--- src/rtl/psl_pkg.sv ---
// Contract
// - Every rising serial clock edge shifts the serial data level into a 32-bit shift register.
// - Words arrive most significant bit first and the last three bits name the destination.
// - A rising load strobe copies the shift register into the register the three low bits name.
// - Chip enable low powers the device down and floats the pump output.
// - Chip enable high powers up only as far as the programmed power-down bit allows.
// - A low rf_mute_n pin or the software enable bit mutes both RF outputs.
// - The lock indicator is high while locked and low once lock is lost.
// - The selectable test output shows lock, the divided feedback or the divided reference.
// - The RF pair carries the oscillator undivided or divided, at a programmed level.
// - Codes 000 to 101 in bits 2 to 0 select registers 0 to 5.
// - Double-buffered settings take effect only on a following write to register 0.
package psl_pkg;

	localparam int WORD_W = 32;
	localparam int NUM_REGS = 6;
	localparam int IRQ_W = 4;

	// Latch codes
	localparam logic [2:0] CODE_R0 = 3'h0;
	localparam logic [2:0] CODE_R4 = 3'h4;
	localparam logic [2:0] CODE_MAX = 3'h5;

	// Field positions inside the latched words
	localparam int R2_PD_BIT = 5;
	localparam int R2_DBUF_DIV_BIT = 13;
	localparam int R2_MUX_LSB = 26;
	localparam int R4_LEVEL_LSB = 3;
	localparam int R4_RF_EN_BIT = 5;
	localparam int R4_MTLD_BIT = 10;
	localparam int R4_DIV_LSB = 20;

	// Test output selections
	localparam logic [2:0] MUX_TRISTATE = 3'h0;
	localparam logic [2:0] MUX_HIGH = 3'h1;
	localparam logic [2:0] MUX_LOW = 3'h2;
	localparam logic [2:0] MUX_REF_DIV = 3'h3;
	localparam logic [2:0] MUX_FB_DIV = 3'h4;
	localparam logic [2:0] MUX_ALOCK = 3'h5;
	localparam logic [2:0] MUX_DLOCK = 3'h6;

	// Avalon byte addresses
	localparam logic [7:0] ADDR_SHADOW0 = 8'h00;
	localparam logic [7:0] ADDR_ACT_R1 = 8'h18;
	localparam logic [7:0] ADDR_ACT_R2 = 8'h1c;
	localparam logic [7:0] ADDR_STATUS = 8'h20;
	localparam logic [7:0] ADDR_ENABLE = 8'h24;
	localparam logic [7:0] ADDR_CLEAR = 8'h28;
	localparam logic [7:0] ADDR_PINS = 8'h2c;
	localparam logic [7:0] ADDR_SHIFT = 8'h30;

	// Interrupt bits
	localparam int EV_LATCH = 0;
	localparam int EV_BAD_CODE = 1;
	localparam int EV_LOCK_GAIN = 2;
	localparam int EV_LOCK_LOSS = 3;

	localparam logic [31:0] WORD_RESET = 32'h0000_0000;
	localparam logic [3:0] IRQ_RESET = 4'h0;

	typedef logic [WORD_W-1:0] psl_word_t;
	typedef logic [NUM_REGS-1:0][WORD_W-1:0] psl_bank_t;

	typedef struct packed {
		logic sclk_s1, sclk_s2, sclk_d;
		logic sdat_s1, sdat_s2;
		logic le_s1, le_s2, le_d;
		logic ce_s1, ce_s2;
		logic mute_s1, mute_s2;
		logic lock_s1, lock_s2, lock_d;
		logic ref_s1, ref_s2;
		logic fb_s1, fb_s2;
		logic vco_s1, vco_s2, vco_d;
		psl_word_t shift;
		psl_bank_t shadow;
		psl_word_t act_r1;
		psl_word_t act_r2;
		logic [2:0] div_sel;
		logic [3:0] div_cnt;
		logic [IRQ_W-1:0] irq_status;
		logic [IRQ_W-1:0] irq_enable;
		logic bus_ack;
		psl_word_t readdata;
		logic rf_p, rf_n;
		logic [1:0] rf_level;
		logic mux_out, mux_oe;
		logic lock_out;
		logic pump_oe;
		logic powered;
	} psl_state_t;

endpackage : psl_pkg

--- src/rtl/psl_core.sv ---
// The Avalon-MM interface to the registers and the placing of the registers are this design's own decisions.
`timescale 1ns/1ps
module psl_core (
	input  wire logic              clock,
	input  wire logic              arst_n,
	// Serial load pins, asynchronous to clock
	input  wire logic              serial_clk,
	input  wire logic              serial_data,
	input  wire logic              load_strobe,
	// Control pins
	input  wire logic              chip_enable,
	input  wire logic              rf_mute_n,
	// Loop status from the analog side
	input  wire logic              loop_locked,
	input  wire logic              ref_div_in,
	input  wire logic              fb_div_in,
	input  wire logic              vco_in,
	// Pins out
	output logic                   lock_indicator,
	output logic                   selectable_test_output,
	output logic                   selectable_test_output_oe,
	output logic                   pump_output_oe,
	output logic                   powered_up,
	output logic                   rf_out_p,
	output logic                   rf_out_n,
	output logic [1:0]             rf_out_level,
	output psl_pkg::psl_bank_t     active_words,
	// Avalon-MM slave
	input  wire logic [7:0]        avs_address,
	input  wire logic              avs_read,
	input  wire logic              avs_write,
	input  wire logic [31:0]       avs_writedata,
	output logic [31:0]            avs_readdata,
	output logic                   avs_waitrequest,
	output logic                   irq
);

	psl_pkg::psl_state_t r_reg;
	psl_pkg::psl_state_t r_next;

	logic       sclk_rise;
	logic       le_rise;
	logic       vco_rise;
	logic [2:0] code;
	logic       code_ok;
	logic       bus_req;
	logic       bus_fire;

	localparam int IRQ_W_LOCAL = psl_pkg::IRQ_W;
	localparam int EV_LATCH_LOCAL = psl_pkg::EV_LATCH;
	localparam int EV_BAD_CODE_LOCAL = psl_pkg::EV_BAD_CODE;
	localparam int EV_LOCK_GAIN_LOCAL = psl_pkg::EV_LOCK_GAIN;
	localparam int EV_LOCK_LOSS_LOCAL = psl_pkg::EV_LOCK_LOSS;

	// Maps a readable byte address to its data; unmapped reads return zero
	function automatic psl_pkg::psl_word_t read_mux(
		input logic [7:0]            addr,
		input psl_pkg::psl_state_t   s
	);
		psl_pkg::psl_word_t d;
		d = psl_pkg::WORD_RESET;
		if (addr < psl_pkg::ADDR_ACT_R1 && addr[1:0] == 2'h0) begin
			d = s.shadow[addr[4:2]];
		end else begin
			unique case (addr)
				psl_pkg::ADDR_ACT_R1: d = s.act_r1;
				psl_pkg::ADDR_ACT_R2: d = s.act_r2;
				psl_pkg::ADDR_STATUS: d = {28'h000_0000, s.irq_status};
				psl_pkg::ADDR_ENABLE: d = {28'h000_0000, s.irq_enable};
				psl_pkg::ADDR_PINS: d = {26'h000_0000, s.powered, s.pump_oe,
					s.lock_s2, s.mute_s2, s.ce_s2, s.le_s2};
				psl_pkg::ADDR_SHIFT: d = s.shift;
				default: d = psl_pkg::WORD_RESET;
			endcase
		end
		return d;
	endfunction : read_mux

	// Picks the divided oscillator tap; selections above 4 clamp to the deepest
	function automatic logic div_tap(
		input logic [2:0] sel,
		input logic [3:0] cnt,
		input logic       vco
	);
		logic t;
		t = vco;
		unique case (sel)
			3'h0: t = vco;
			3'h1: t = cnt[0];
			3'h2: t = cnt[1];
			3'h3: t = cnt[2];
			default: t = cnt[3];
		endcase
		return t;
	endfunction : div_tap

	// Edge finders look only at second stages and their delayed copies
	assign sclk_rise = r_reg.sclk_s2 & ~r_reg.sclk_d;
	assign le_rise = r_reg.le_s2 & ~r_reg.le_d;
	assign vco_rise = r_reg.vco_s2 & ~r_reg.vco_d;
	assign code = r_reg.shift[2:0];
	assign code_ok = code <= psl_pkg::CODE_MAX;
	assign bus_req = avs_read | avs_write;
	assign bus_fire = bus_req & r_reg.bus_ack;

	always_comb begin
		logic [IRQ_W_LOCAL-1:0] ev;
		logic [2:0]             mux_sel;
		logic                   rf_on;
		logic                   rf_src;
		psl_pkg::psl_word_t     r2_sh;
		psl_pkg::psl_word_t     r4_sh;
		ev = '0;
		mux_sel = 3'h0;
		rf_on = 1'b0;
		rf_src = 1'b0;
		r2_sh = r_reg.shadow[2];
		r4_sh = r_reg.shadow[4];
		r_next = r_reg;

		// Two-flop synchronisers for every pin
		r_next.sclk_s1 = serial_clk;
		r_next.sclk_s2 = r_reg.sclk_s1;
		r_next.sclk_d = r_reg.sclk_s2;
		r_next.sdat_s1 = serial_data;
		r_next.sdat_s2 = r_reg.sdat_s1;
		r_next.le_s1 = load_strobe;
		r_next.le_s2 = r_reg.le_s1;
		r_next.le_d = r_reg.le_s2;
		r_next.ce_s1 = chip_enable;
		r_next.ce_s2 = r_reg.ce_s1;
		r_next.mute_s1 = rf_mute_n;
		r_next.mute_s2 = r_reg.mute_s1;
		r_next.lock_s1 = loop_locked;
		r_next.lock_s2 = r_reg.lock_s1;
		r_next.lock_d = r_reg.lock_s2;
		r_next.ref_s1 = ref_div_in;
		r_next.ref_s2 = r_reg.ref_s1;
		r_next.fb_s1 = fb_div_in;
		r_next.fb_s2 = r_reg.fb_s1;
		r_next.vco_s1 = vco_in;
		r_next.vco_s2 = r_reg.vco_s1;
		r_next.vco_d = r_reg.vco_s2;

		// Data sampled at the synchronised edge; serial clock period must span
		// several system clocks, which the pin timing limits guarantee
		if (sclk_rise) begin
			r_next.shift = {r_reg.shift[30:0], r_reg.sdat_s2};
		end

		if (le_rise) begin
			if (code_ok) begin
				ev[EV_LATCH_LOCAL] = 1'b1;
				r_next.shadow[code] = r_reg.shift;
				if (code == psl_pkg::CODE_R0) begin
					// Buffered settings move over only now
					r_next.act_r1 = r_reg.shadow[1];
					r_next.act_r2 = r2_sh;
					if (r2_sh[psl_pkg::R2_DBUF_DIV_BIT]) begin
						r_next.div_sel = r4_sh[psl_pkg::R4_DIV_LSB +: 3];
					end
				end
				if (code == psl_pkg::CODE_R4 && !r2_sh[psl_pkg::R2_DBUF_DIV_BIT]) begin
					r_next.div_sel = r_reg.shift[psl_pkg::R4_DIV_LSB +: 3];
				end
			end else begin
				ev[EV_BAD_CODE_LOCAL] = 1'b1;
			end
		end

		// Power state follows the pin and the programmed power-down bit
		r_next.powered = r_reg.ce_s2 & ~r2_sh[psl_pkg::R2_PD_BIT];
		r_next.pump_oe = r_next.powered;

		r_next.lock_out = r_reg.lock_s2;
		ev[EV_LOCK_GAIN_LOCAL] = r_reg.lock_s2 & ~r_reg.lock_d;
		ev[EV_LOCK_LOSS_LOCAL] = ~r_reg.lock_s2 & r_reg.lock_d;

		// Oscillator model: rate is bounded by sampling at the system clock
		if (vco_rise) begin
			r_next.div_cnt = r_reg.div_cnt + 4'h1;
		end
		rf_on = r_reg.powered & r_reg.mute_s2 & r4_sh[psl_pkg::R4_RF_EN_BIT]
			& (~r4_sh[psl_pkg::R4_MTLD_BIT] | r_reg.lock_s2);
		rf_src = div_tap(r_reg.div_sel, r_reg.div_cnt, r_reg.vco_s2);
		r_next.rf_p = rf_on & rf_src;
		r_next.rf_n = rf_on & ~rf_src;
		r_next.rf_level = r4_sh[psl_pkg::R4_LEVEL_LSB +: 2];

		mux_sel = r2_sh[psl_pkg::R2_MUX_LSB +: 3];
		r_next.mux_oe = 1'b1;
		unique case (mux_sel)
			psl_pkg::MUX_TRISTATE: begin
				r_next.mux_out = 1'b0;
				r_next.mux_oe = 1'b0;
			end
			psl_pkg::MUX_HIGH: r_next.mux_out = 1'b1;
			psl_pkg::MUX_LOW: r_next.mux_out = 1'b0;
			psl_pkg::MUX_REF_DIV: r_next.mux_out = r_reg.ref_s2;
			psl_pkg::MUX_FB_DIV: r_next.mux_out = r_reg.fb_s2;
			psl_pkg::MUX_ALOCK: r_next.mux_out = r_reg.lock_s2;
			psl_pkg::MUX_DLOCK: r_next.mux_out = r_reg.lock_s2;
			default: r_next.mux_out = 1'b0;
		endcase

		// Bus: one wait cycle, then the answer
		r_next.bus_ack = bus_req & ~r_reg.bus_ack;
		if (bus_req && !r_reg.bus_ack && avs_read) begin
			r_next.readdata = read_mux(avs_address, r_reg);
		end

		// A new event outranks a clear written in the same cycle
		r_next.irq_status = r_reg.irq_status;
		if (bus_fire && avs_write) begin
			if (avs_address == psl_pkg::ADDR_ENABLE) begin
				r_next.irq_enable = avs_writedata[IRQ_W_LOCAL-1:0];
			end
			if (avs_address == psl_pkg::ADDR_CLEAR) begin
				r_next.irq_status = r_reg.irq_status & ~avs_writedata[IRQ_W_LOCAL-1:0];
			end
		end
		r_next.irq_status = r_next.irq_status | ev;
	end

	always_ff @(posedge clock or negedge arst_n) begin
		if (!arst_n) begin
			r_reg <= '0;
		end else begin
			r_reg <= r_next;
		end
	end

	assign lock_indicator = r_reg.lock_out;
	assign selectable_test_output = r_reg.mux_out;
	assign selectable_test_output_oe = r_reg.mux_oe;
	assign pump_output_oe = r_reg.pump_oe;
	assign powered_up = r_reg.powered;
	assign rf_out_p = r_reg.rf_p;
	assign rf_out_n = r_reg.rf_n;
	assign rf_out_level = r_reg.rf_level;
	assign active_words = {r_reg.shadow[5], r_reg.shadow[4], r_reg.shadow[3],
		r_reg.act_r2, r_reg.act_r1, r_reg.shadow[0]};
	assign avs_readdata = r_reg.readdata;
	assign avs_waitrequest = bus_req & ~r_reg.bus_ack;
	assign irq = |(r_reg.irq_status & r_reg.irq_enable);

endmodule : psl_core

--- config.mk ---
export PLATFORM = sky130hd
export DESIGN_NAME = psl_core
export DESIGN_NICKNAME = d
export VERILOG_FILES = /design/src/rtl/psl_pkg.sv /design/src/rtl/psl_core.sv
export SDC_FILE = /design/constraint.sdc
export NUM_CORES = 1
export LEC_CHECK = 0
export BUFFER_PORTS_ARGS = -buffer_cell sky130_fd_sc_hd__buf_2
export CORE_MARGIN = 5
export CORE_UTILIZATION = 45
export DETAILED_ROUTE_END_ITERATION = 8
export MAX_ROUTING_LAYER = met4
export PLACE_DENSITY = 0.66
export SLEW_MARGIN = 20
export SYNTH_ARGS = -nofsm -noshare
export SYNTH_HDL_FRONTEND = slang
export SYNTH_SLANG_ARGS = --single-unit
--- constraint.sdc ---
create_clock -name clock -period 2.4 [get_ports clock]
set_input_delay 0.24 -clock clock [delete_from_list [all_inputs] [get_ports clock]]
set_output_delay 0.24 -clock clock [all_outputs]
set_load 0.02 [all_outputs]
Word level (Yosys, flattened, before mapping)
Index checks and enable logic that the tools add are counted.
{"block": "totals", "ff_bits": 365, "word_cells": 132, "out_inout_bits": 235}
{"block": "op_classes", "n_eq_ne": 16, "n_reduce_logical": 20, "muxes": 19, "order_cmp": 5, "n_addsub": 1, "bitwise": 28}
{"op": "bitwise mux 192 bit", "count": 1}
{"op": "one-hot mux 32 bit (6 select lines)", "count": 1}
{"op": "binary-select mux 32 bit (select 3 bit)", "count": 1}
{"op": "demux 32 bit (select 3 bit)", "count": 1}
{"op": "two-way mux 32 bit", "count": 3}
{"op": "== test 8 x 6 -> 1 bit, second input constant", "count": 5}
{"op": "== test 8 x 5 -> 1 bit, second input constant", "count": 2}
{"op": "AND 1 bit", "count": 13}
{"op": "== test 3 bit, second input constant", "count": 4}
{"op": "== test 3 x 2 -> 1 bit, second input constant", "count": 3}
{"op": "zero test 3 bit", "count": 3}
{"op": "two-way mux 3 bit", "count": 3}
{"op": "inverter 1 bit", "count": 9}
{"op": "AND 4 bit", "count": 2}
{"op": "less-than comparator 3 x 4 -> 1 bit, second input constant", "count": 2}
{"op": "less-than comparator 8 x 5 -> 1 bit, second input constant", "count": 1}
{"op": "two-way mux 4 bit", "count": 2}
{"op": "two-way mux 8 bit", "count": 1}
{"op": "one-hot mux 1 bit (4 select lines)", "count": 2}
{"op": "== test 3 x 1 -> 1 bit, second input constant", "count": 2}
{"op": "logical AND 1 bit", "count": 6}
{"op": "adder 4 x 1 -> 4 bit, second input constant", "count": 1}
{"op": "inverter 4 bit", "count": 1}
{"op": "OR 4 bit", "count": 1}
{"op": "13 further kinds", "count": 19}

Longest topological paths before layout
{"block": "depth", "word_depth": 5, "ltp_mapped": 8, "mapped_depth_nobuf": 4}

Worst setup path after synthesis
No wires, ideal clock.
{"block": "synth_path", "path_type": "register to register", "from": "reg r_reg, in the netlist code[2]", "to": "reg r_reg[192] (netlist name)", "period_less_slack_ns": 1.777, "path_slack_ns": 0.623, "n_path_buf": 2, "stages_incl_launch_ff": 7, "t_arrival_ns": 1.649, "cell_sequence": "dfrtp_1 clkbuf_1 nor3b_2 nand2_1 nor2_1 buf_2 mux2_1"}
{"block": "synth_between", "elab_chain_len": 5, "word_cells_on_any_way": 8}
{"item": "start: declaration", "line": "psl_core.sv:38", "source": "psl_pkg::psl_state_t r_reg;"}
{"item": "start signal: assignment", "line": "psl_core.sv:229", "source": "r_reg <= r_next;"}
{"item": "less-than comparator 3 x 4 -> 1 bit (implied by the code) or greater-or-equal comparator 3 x 1 -> 1 bit (tied branches)", "line": "psl_core.sv:154", "source": "r_next.shadow[code] = r_reg.shift;"}
{"item": "logical AND 1 bit (implied by the code)", "line": "psl_core.sv:154"}
{"item": "two-way mux 32 bit (implied by the code)", "line": "psl_core.sv:154"}
{"item": "demux 32 bit (select 3 bit)", "line": "psl_core.sv:154"}
{"item": "bitwise mux 192 bit", "line": "psl_core.sv:154"}
Several ways; a longest one is shown, not always the timed one.
A chain may end at the register's enable or synchronous reset.

Worst setup path in the final report
{"block": "layout_path", "from": "reg r_reg, in the netlist r_next[359]", "to": "reg r_reg, in the netlist active_words[104]"}
{"block": "layout_between", "elab_chain_len": 2}
{"item": "AND 1 bit", "line": "psl_core.sv:99", "source": "assign le_rise = r_reg.le_s2 & ~r_reg.le_d;"}
{"item": "AND reduction 2 bit (no source line)"}
Every way passes these cells.

==> Flow_metrics.wiki <==
{| class="wikitable"
! Metric !! Value
|-
| Run status || finished clean
|-
| Clock Path Buffers || 3
|-
| Worst Path Arrival || 2.43 ns
|-
| Number of register bits inferred by synthesis || 365
|-
| Post-CTS Hold Buffers || 16
|-
| Share of final-layout standard cells stronger than drive strength 1 || 0.422
|-
| Pin count of the biggest net entering global routing || 79
|-
| Number of port buffers || 259
|-
| Core region area || 38500 sq um
|-
| Die outline width || 207 um
|-
| Async set-reset flop share out of synthesis || 1.00
|-
| Cell taking the most area after synthesis || sky130_fd_sc_hd__dfrtp_1
|-
| Post-placement setup slack || 0.183 ns
|-
| Main combinational cell family by area after synthesis || multiplexers
|-
| Post-detail-place hpwl || 28600 um
|-
| Routed via count || between 10000 and 15000
|-
| CP max-delay cell || sky130_fd_sc_hd__nand3_2
|-
| Post-CTS setup repair buffer count || 0
|-
| Leakage dissipation || 9.97 nW
|-
| Setup Total Neg Slack || 0 ns
|-
| Via count of the first global-routing pass || ~11000
|-
| Maxcap violations || 0
|-
| Wire length of the first global-routing pass || between 60000 and 70000 um
|-
| Unrepaired setup endpoints after global routing || false
|-
| Maximum fanout encountered on the critical timing path || 23
|-
| Antenna violations before repair || 0
|-
| Ant. Diodes || 0
|-
| Root buffer cell || sky130_fd_sc_hd__clkbuf_16
|-
| Min setup slack post-route || 0.390 ns
|-
| Max frequency || 0.498 GHz
|-
| Area grow syn2layout || 12.1%
|-
| Remaining design rule violation count || 0
|-
| Crit share post-route || 0.837
|-
| Leading cell types by count after synthesis || sky130_fd_sc_hd__dfrtp_1, sky130_fd_sc_hd__buf_4, sky130_fd_sc_hd__mux2_2
|-
| Final count of negative-setup-slack endpoints || 0
|-
| Tightest Hold Check Type || input port to flop
|-
| Clk slew on worst S/H paths || 0.06 ns
|-
| Number of distinct library cells after synthesis || 47
|-
| Slowest Stage Delay on Critical Path || 0.44 ns
|-
| Required time at the worst-slack endpoint || around 2.8 ns
|-
| Number of clock buffers inserted by TritonCTS || 42
|-
| Die Footprint || 42800 sq um
|-
| Post-synthesis sequential area ratio || 0.524
|-
| Overflow left after global routing || 0
|-
| Area fraction of the dominant cell type after synthesis || 0.524
|-
| 1st-pass router iterations || 4
|-
| Detail-routed net length per standard cell || 22.6 um
|-
| Power density over the cells || ~930 nW/um^2
|-
| Cell-by-cell trace of the critical path || nor3b_2 > nand3_2 > buf_12 > mux2_2
|-
| Placer's final routability congestion estimate || 0.791
|-
| Cells after Synth || 1380
|-
| Synthesis warning total || 0
|-
| Routed Antenna Nets || 0
|-
| Flip-flop count of the largest register after layout || 192
|-
| DR iter-0 viols || 494
|-
| CP Capture Type || flop
|-
| Maximum level of the CTS H-tree || 2
|-
| Count of final hold-check violations || 0
|-
| Synth Area in Compound Gates || 0.0522
|-
| Total Routing Usage GR || 0.216
|-
| Total standard cell area after synthesis || around 17000 sq um
|-
| Cells taking the most area after synthesis || sky130_fd_sc_hd__dfrtp_1, sky130_fd_sc_hd__mux2_2, sky130_fd_sc_hd__buf_4
|-
| Post-synth EDFFs || 0
|-
| Max transition margin || 0.571
|-
| Effective utilization at floorplan || 0.453
|-
| Share of synthesized cell area in full adder, half adder and majority cells || 0.000718
|-
| Final routed wirelength across all metal layers || 44700 um
|-
| Actual transition at the worst max-transition pin || 0.642 ns
|-
| TritonCTS clock tree || done
|-
| CP startpoint kind || flop
|-
| Clock latency at the later pin of the worst-skew pair || 0.55 ns
|-
| Max Slew Vio Count || 0
|-
| Multiplexer fraction of the synthesized cell area || 0.262
|-
| Area share of xor/xnor cells in the synthesized design || 0.00201
|-
| Mapped Nets || roughly 1400
|-
| Mapped Avg Cell Area || about 13 sq um
|-
| Number of vias per cell || 5.37
|-
| Chip Height || 207 um
|-
| Resized cells post-CTS || 0
|-
| Predominant post-synthesis flop cell || sky130_fd_sc_hd__dfrtp_1
|-
| Row Count || a little over 70
|-
| Area fraction in and, or, nand and nor cells after synthesis || 0.0396
|-
| Number of filler cells placed in the layout || about 3400
|-
| Worst clock skew || 0.0121 ns
|-
| NumNets Final || 1482
|-
| Minimum clock period || about 2.0 ns
|-
| Class of the most critical setup path || flop to flop
|-
| I/O pins || about 290
|-
| Clock net sink count || 365
|-
| Worst ir drop on vdd || 0.000564 V
|-
| Most common cell in the synthesized netlist || sky130_fd_sc_hd__dfrtp_1
|}
[cells by family (layout without fill, tap and decap cells)]
logic type | count (synthesis) | count (layout)
compound gates | 144 | 144
fa+ha+maj | 1 | 1
simple gates | 140 | 140
mux | 415 | 415
flops | 365 | 365
buf+inv | 311 | 391
xor+xnor | 4 | 4
[per-stage QoR]
stage          instances   util  total power, W  hold WS (ns)  area [sq um]
2_1_floorplan       1380      -          0.0107       -0.0556         17400
3_3_place_gp        1886  0.465          0.0113         0.243         17900
3_5_place_dp        1886  0.465          0.0114         0.245         17900
4_1_cts             1978  0.508          0.0184         0.118         19500
5_1_grt             1978  0.508          0.0190         0.162         19500
6_report            1978  0.508          0.0181         0.162         19500
[area by class of cell]
type | instances | area, sq um | share of cell area
sequential | 365 | 9130 | 0.467
multi-input combinational | 704 | 6280 | 0.321
timing repair buffer | 312 | 1960 | 0.100
clock buffer | 62 | 1300 | 0.0665
tap | 518 | 648 | 0.0332
clock inverter | 14 | 210 | 0.0108
inverter | 3 | 11.3 | 0.000576
[path summary, 6_finish.rpt]
kind	cells past startpoint	slack [ns]	startpoint	end
max	4	0.39	r_next[359]$_DFF_PN0_	active_words[104]$_DFFE_PN0P_
min	5	0.16	avs_write	r_reg[46]$_DFF_PN0_
max reg2reg	4	0.39	r_next[359]$_DFF_PN0_	active_words[104]$_DFFE_PN0P_
min reg2reg	0	0.34	r_next[346]$_DFF_PN0_	r_next[345]$_DFF_PN0_
max in group asynchronous	3	1.30	arst_n	rf_out_level[0]$_DFF_PN0_
min in group asynchronous	2	0.24	arst_n	r_reg[180]$_DFFE_PN0P_
[critical path, delay by kind of cell, from the launching register on]
kind | cells | cell delay (ns)
buffers and inverters | 1 | 0.35
and+or+nand+nor | 2 | 0.83
muxes | 1 | 0.30
DFF | 1 | 0.39
[report_power, final]
| part | switching, W | internal (W) |
|---|---|---|
| clock | 0.00256 | 0.00429 |
| combinational | 0.00186 | 0.00142 |
| sequential | 0.000937 | 0.00707 |
[cells in the final DEF (no fill, tap or decap), types with 8 or more instances in the layout]
cell	synthesis	layout
sky130_fd_sc_hd__mux2i_1	106	106
sky130_fd_sc_hd__buf_4	227	22
sky130_fd_sc_hd__and2_1	8	8
sky130_fd_sc_hd__nor2_1	70	69
sky130_fd_sc_hd__a22oi_1	34	34
sky130_fd_sc_hd__o21ai_1	15	15
sky130_fd_sc_hd__o21ai_0	21	21
sky130_fd_sc_hd__buf_2	28	256
sky130_fd_sc_hd__clkbuf_8	0	11
sky130_fd_sc_hd__dfrtp_1	365	365
sky130_fd_sc_hd__buf_12	0	17
sky130_fd_sc_hd__mux2_2	226	226
sky130_fd_sc_hd__clkbuf_16	0	45
sky130_fd_sc_hd__mux2_1	80	80
sky130_fd_sc_hd__nand2_1	22	21
sky130_fd_sc_hd__o22ai_1	37	37
sky130_fd_sc_hd__dlygate4sd3_1	0	16
sky130_fd_sc_hd__a31oi_1	31	31
[metal layers]
layer	track usage	part of all wire	vias up
met2	0.330	0.46	332
met1	0.291	0.45	5479
met3	0.0514	0.072	53
met5	-	0	-
met4	0.0602	0.020	0
li1	-	-	4748
(Power assumes the default switching activity.)
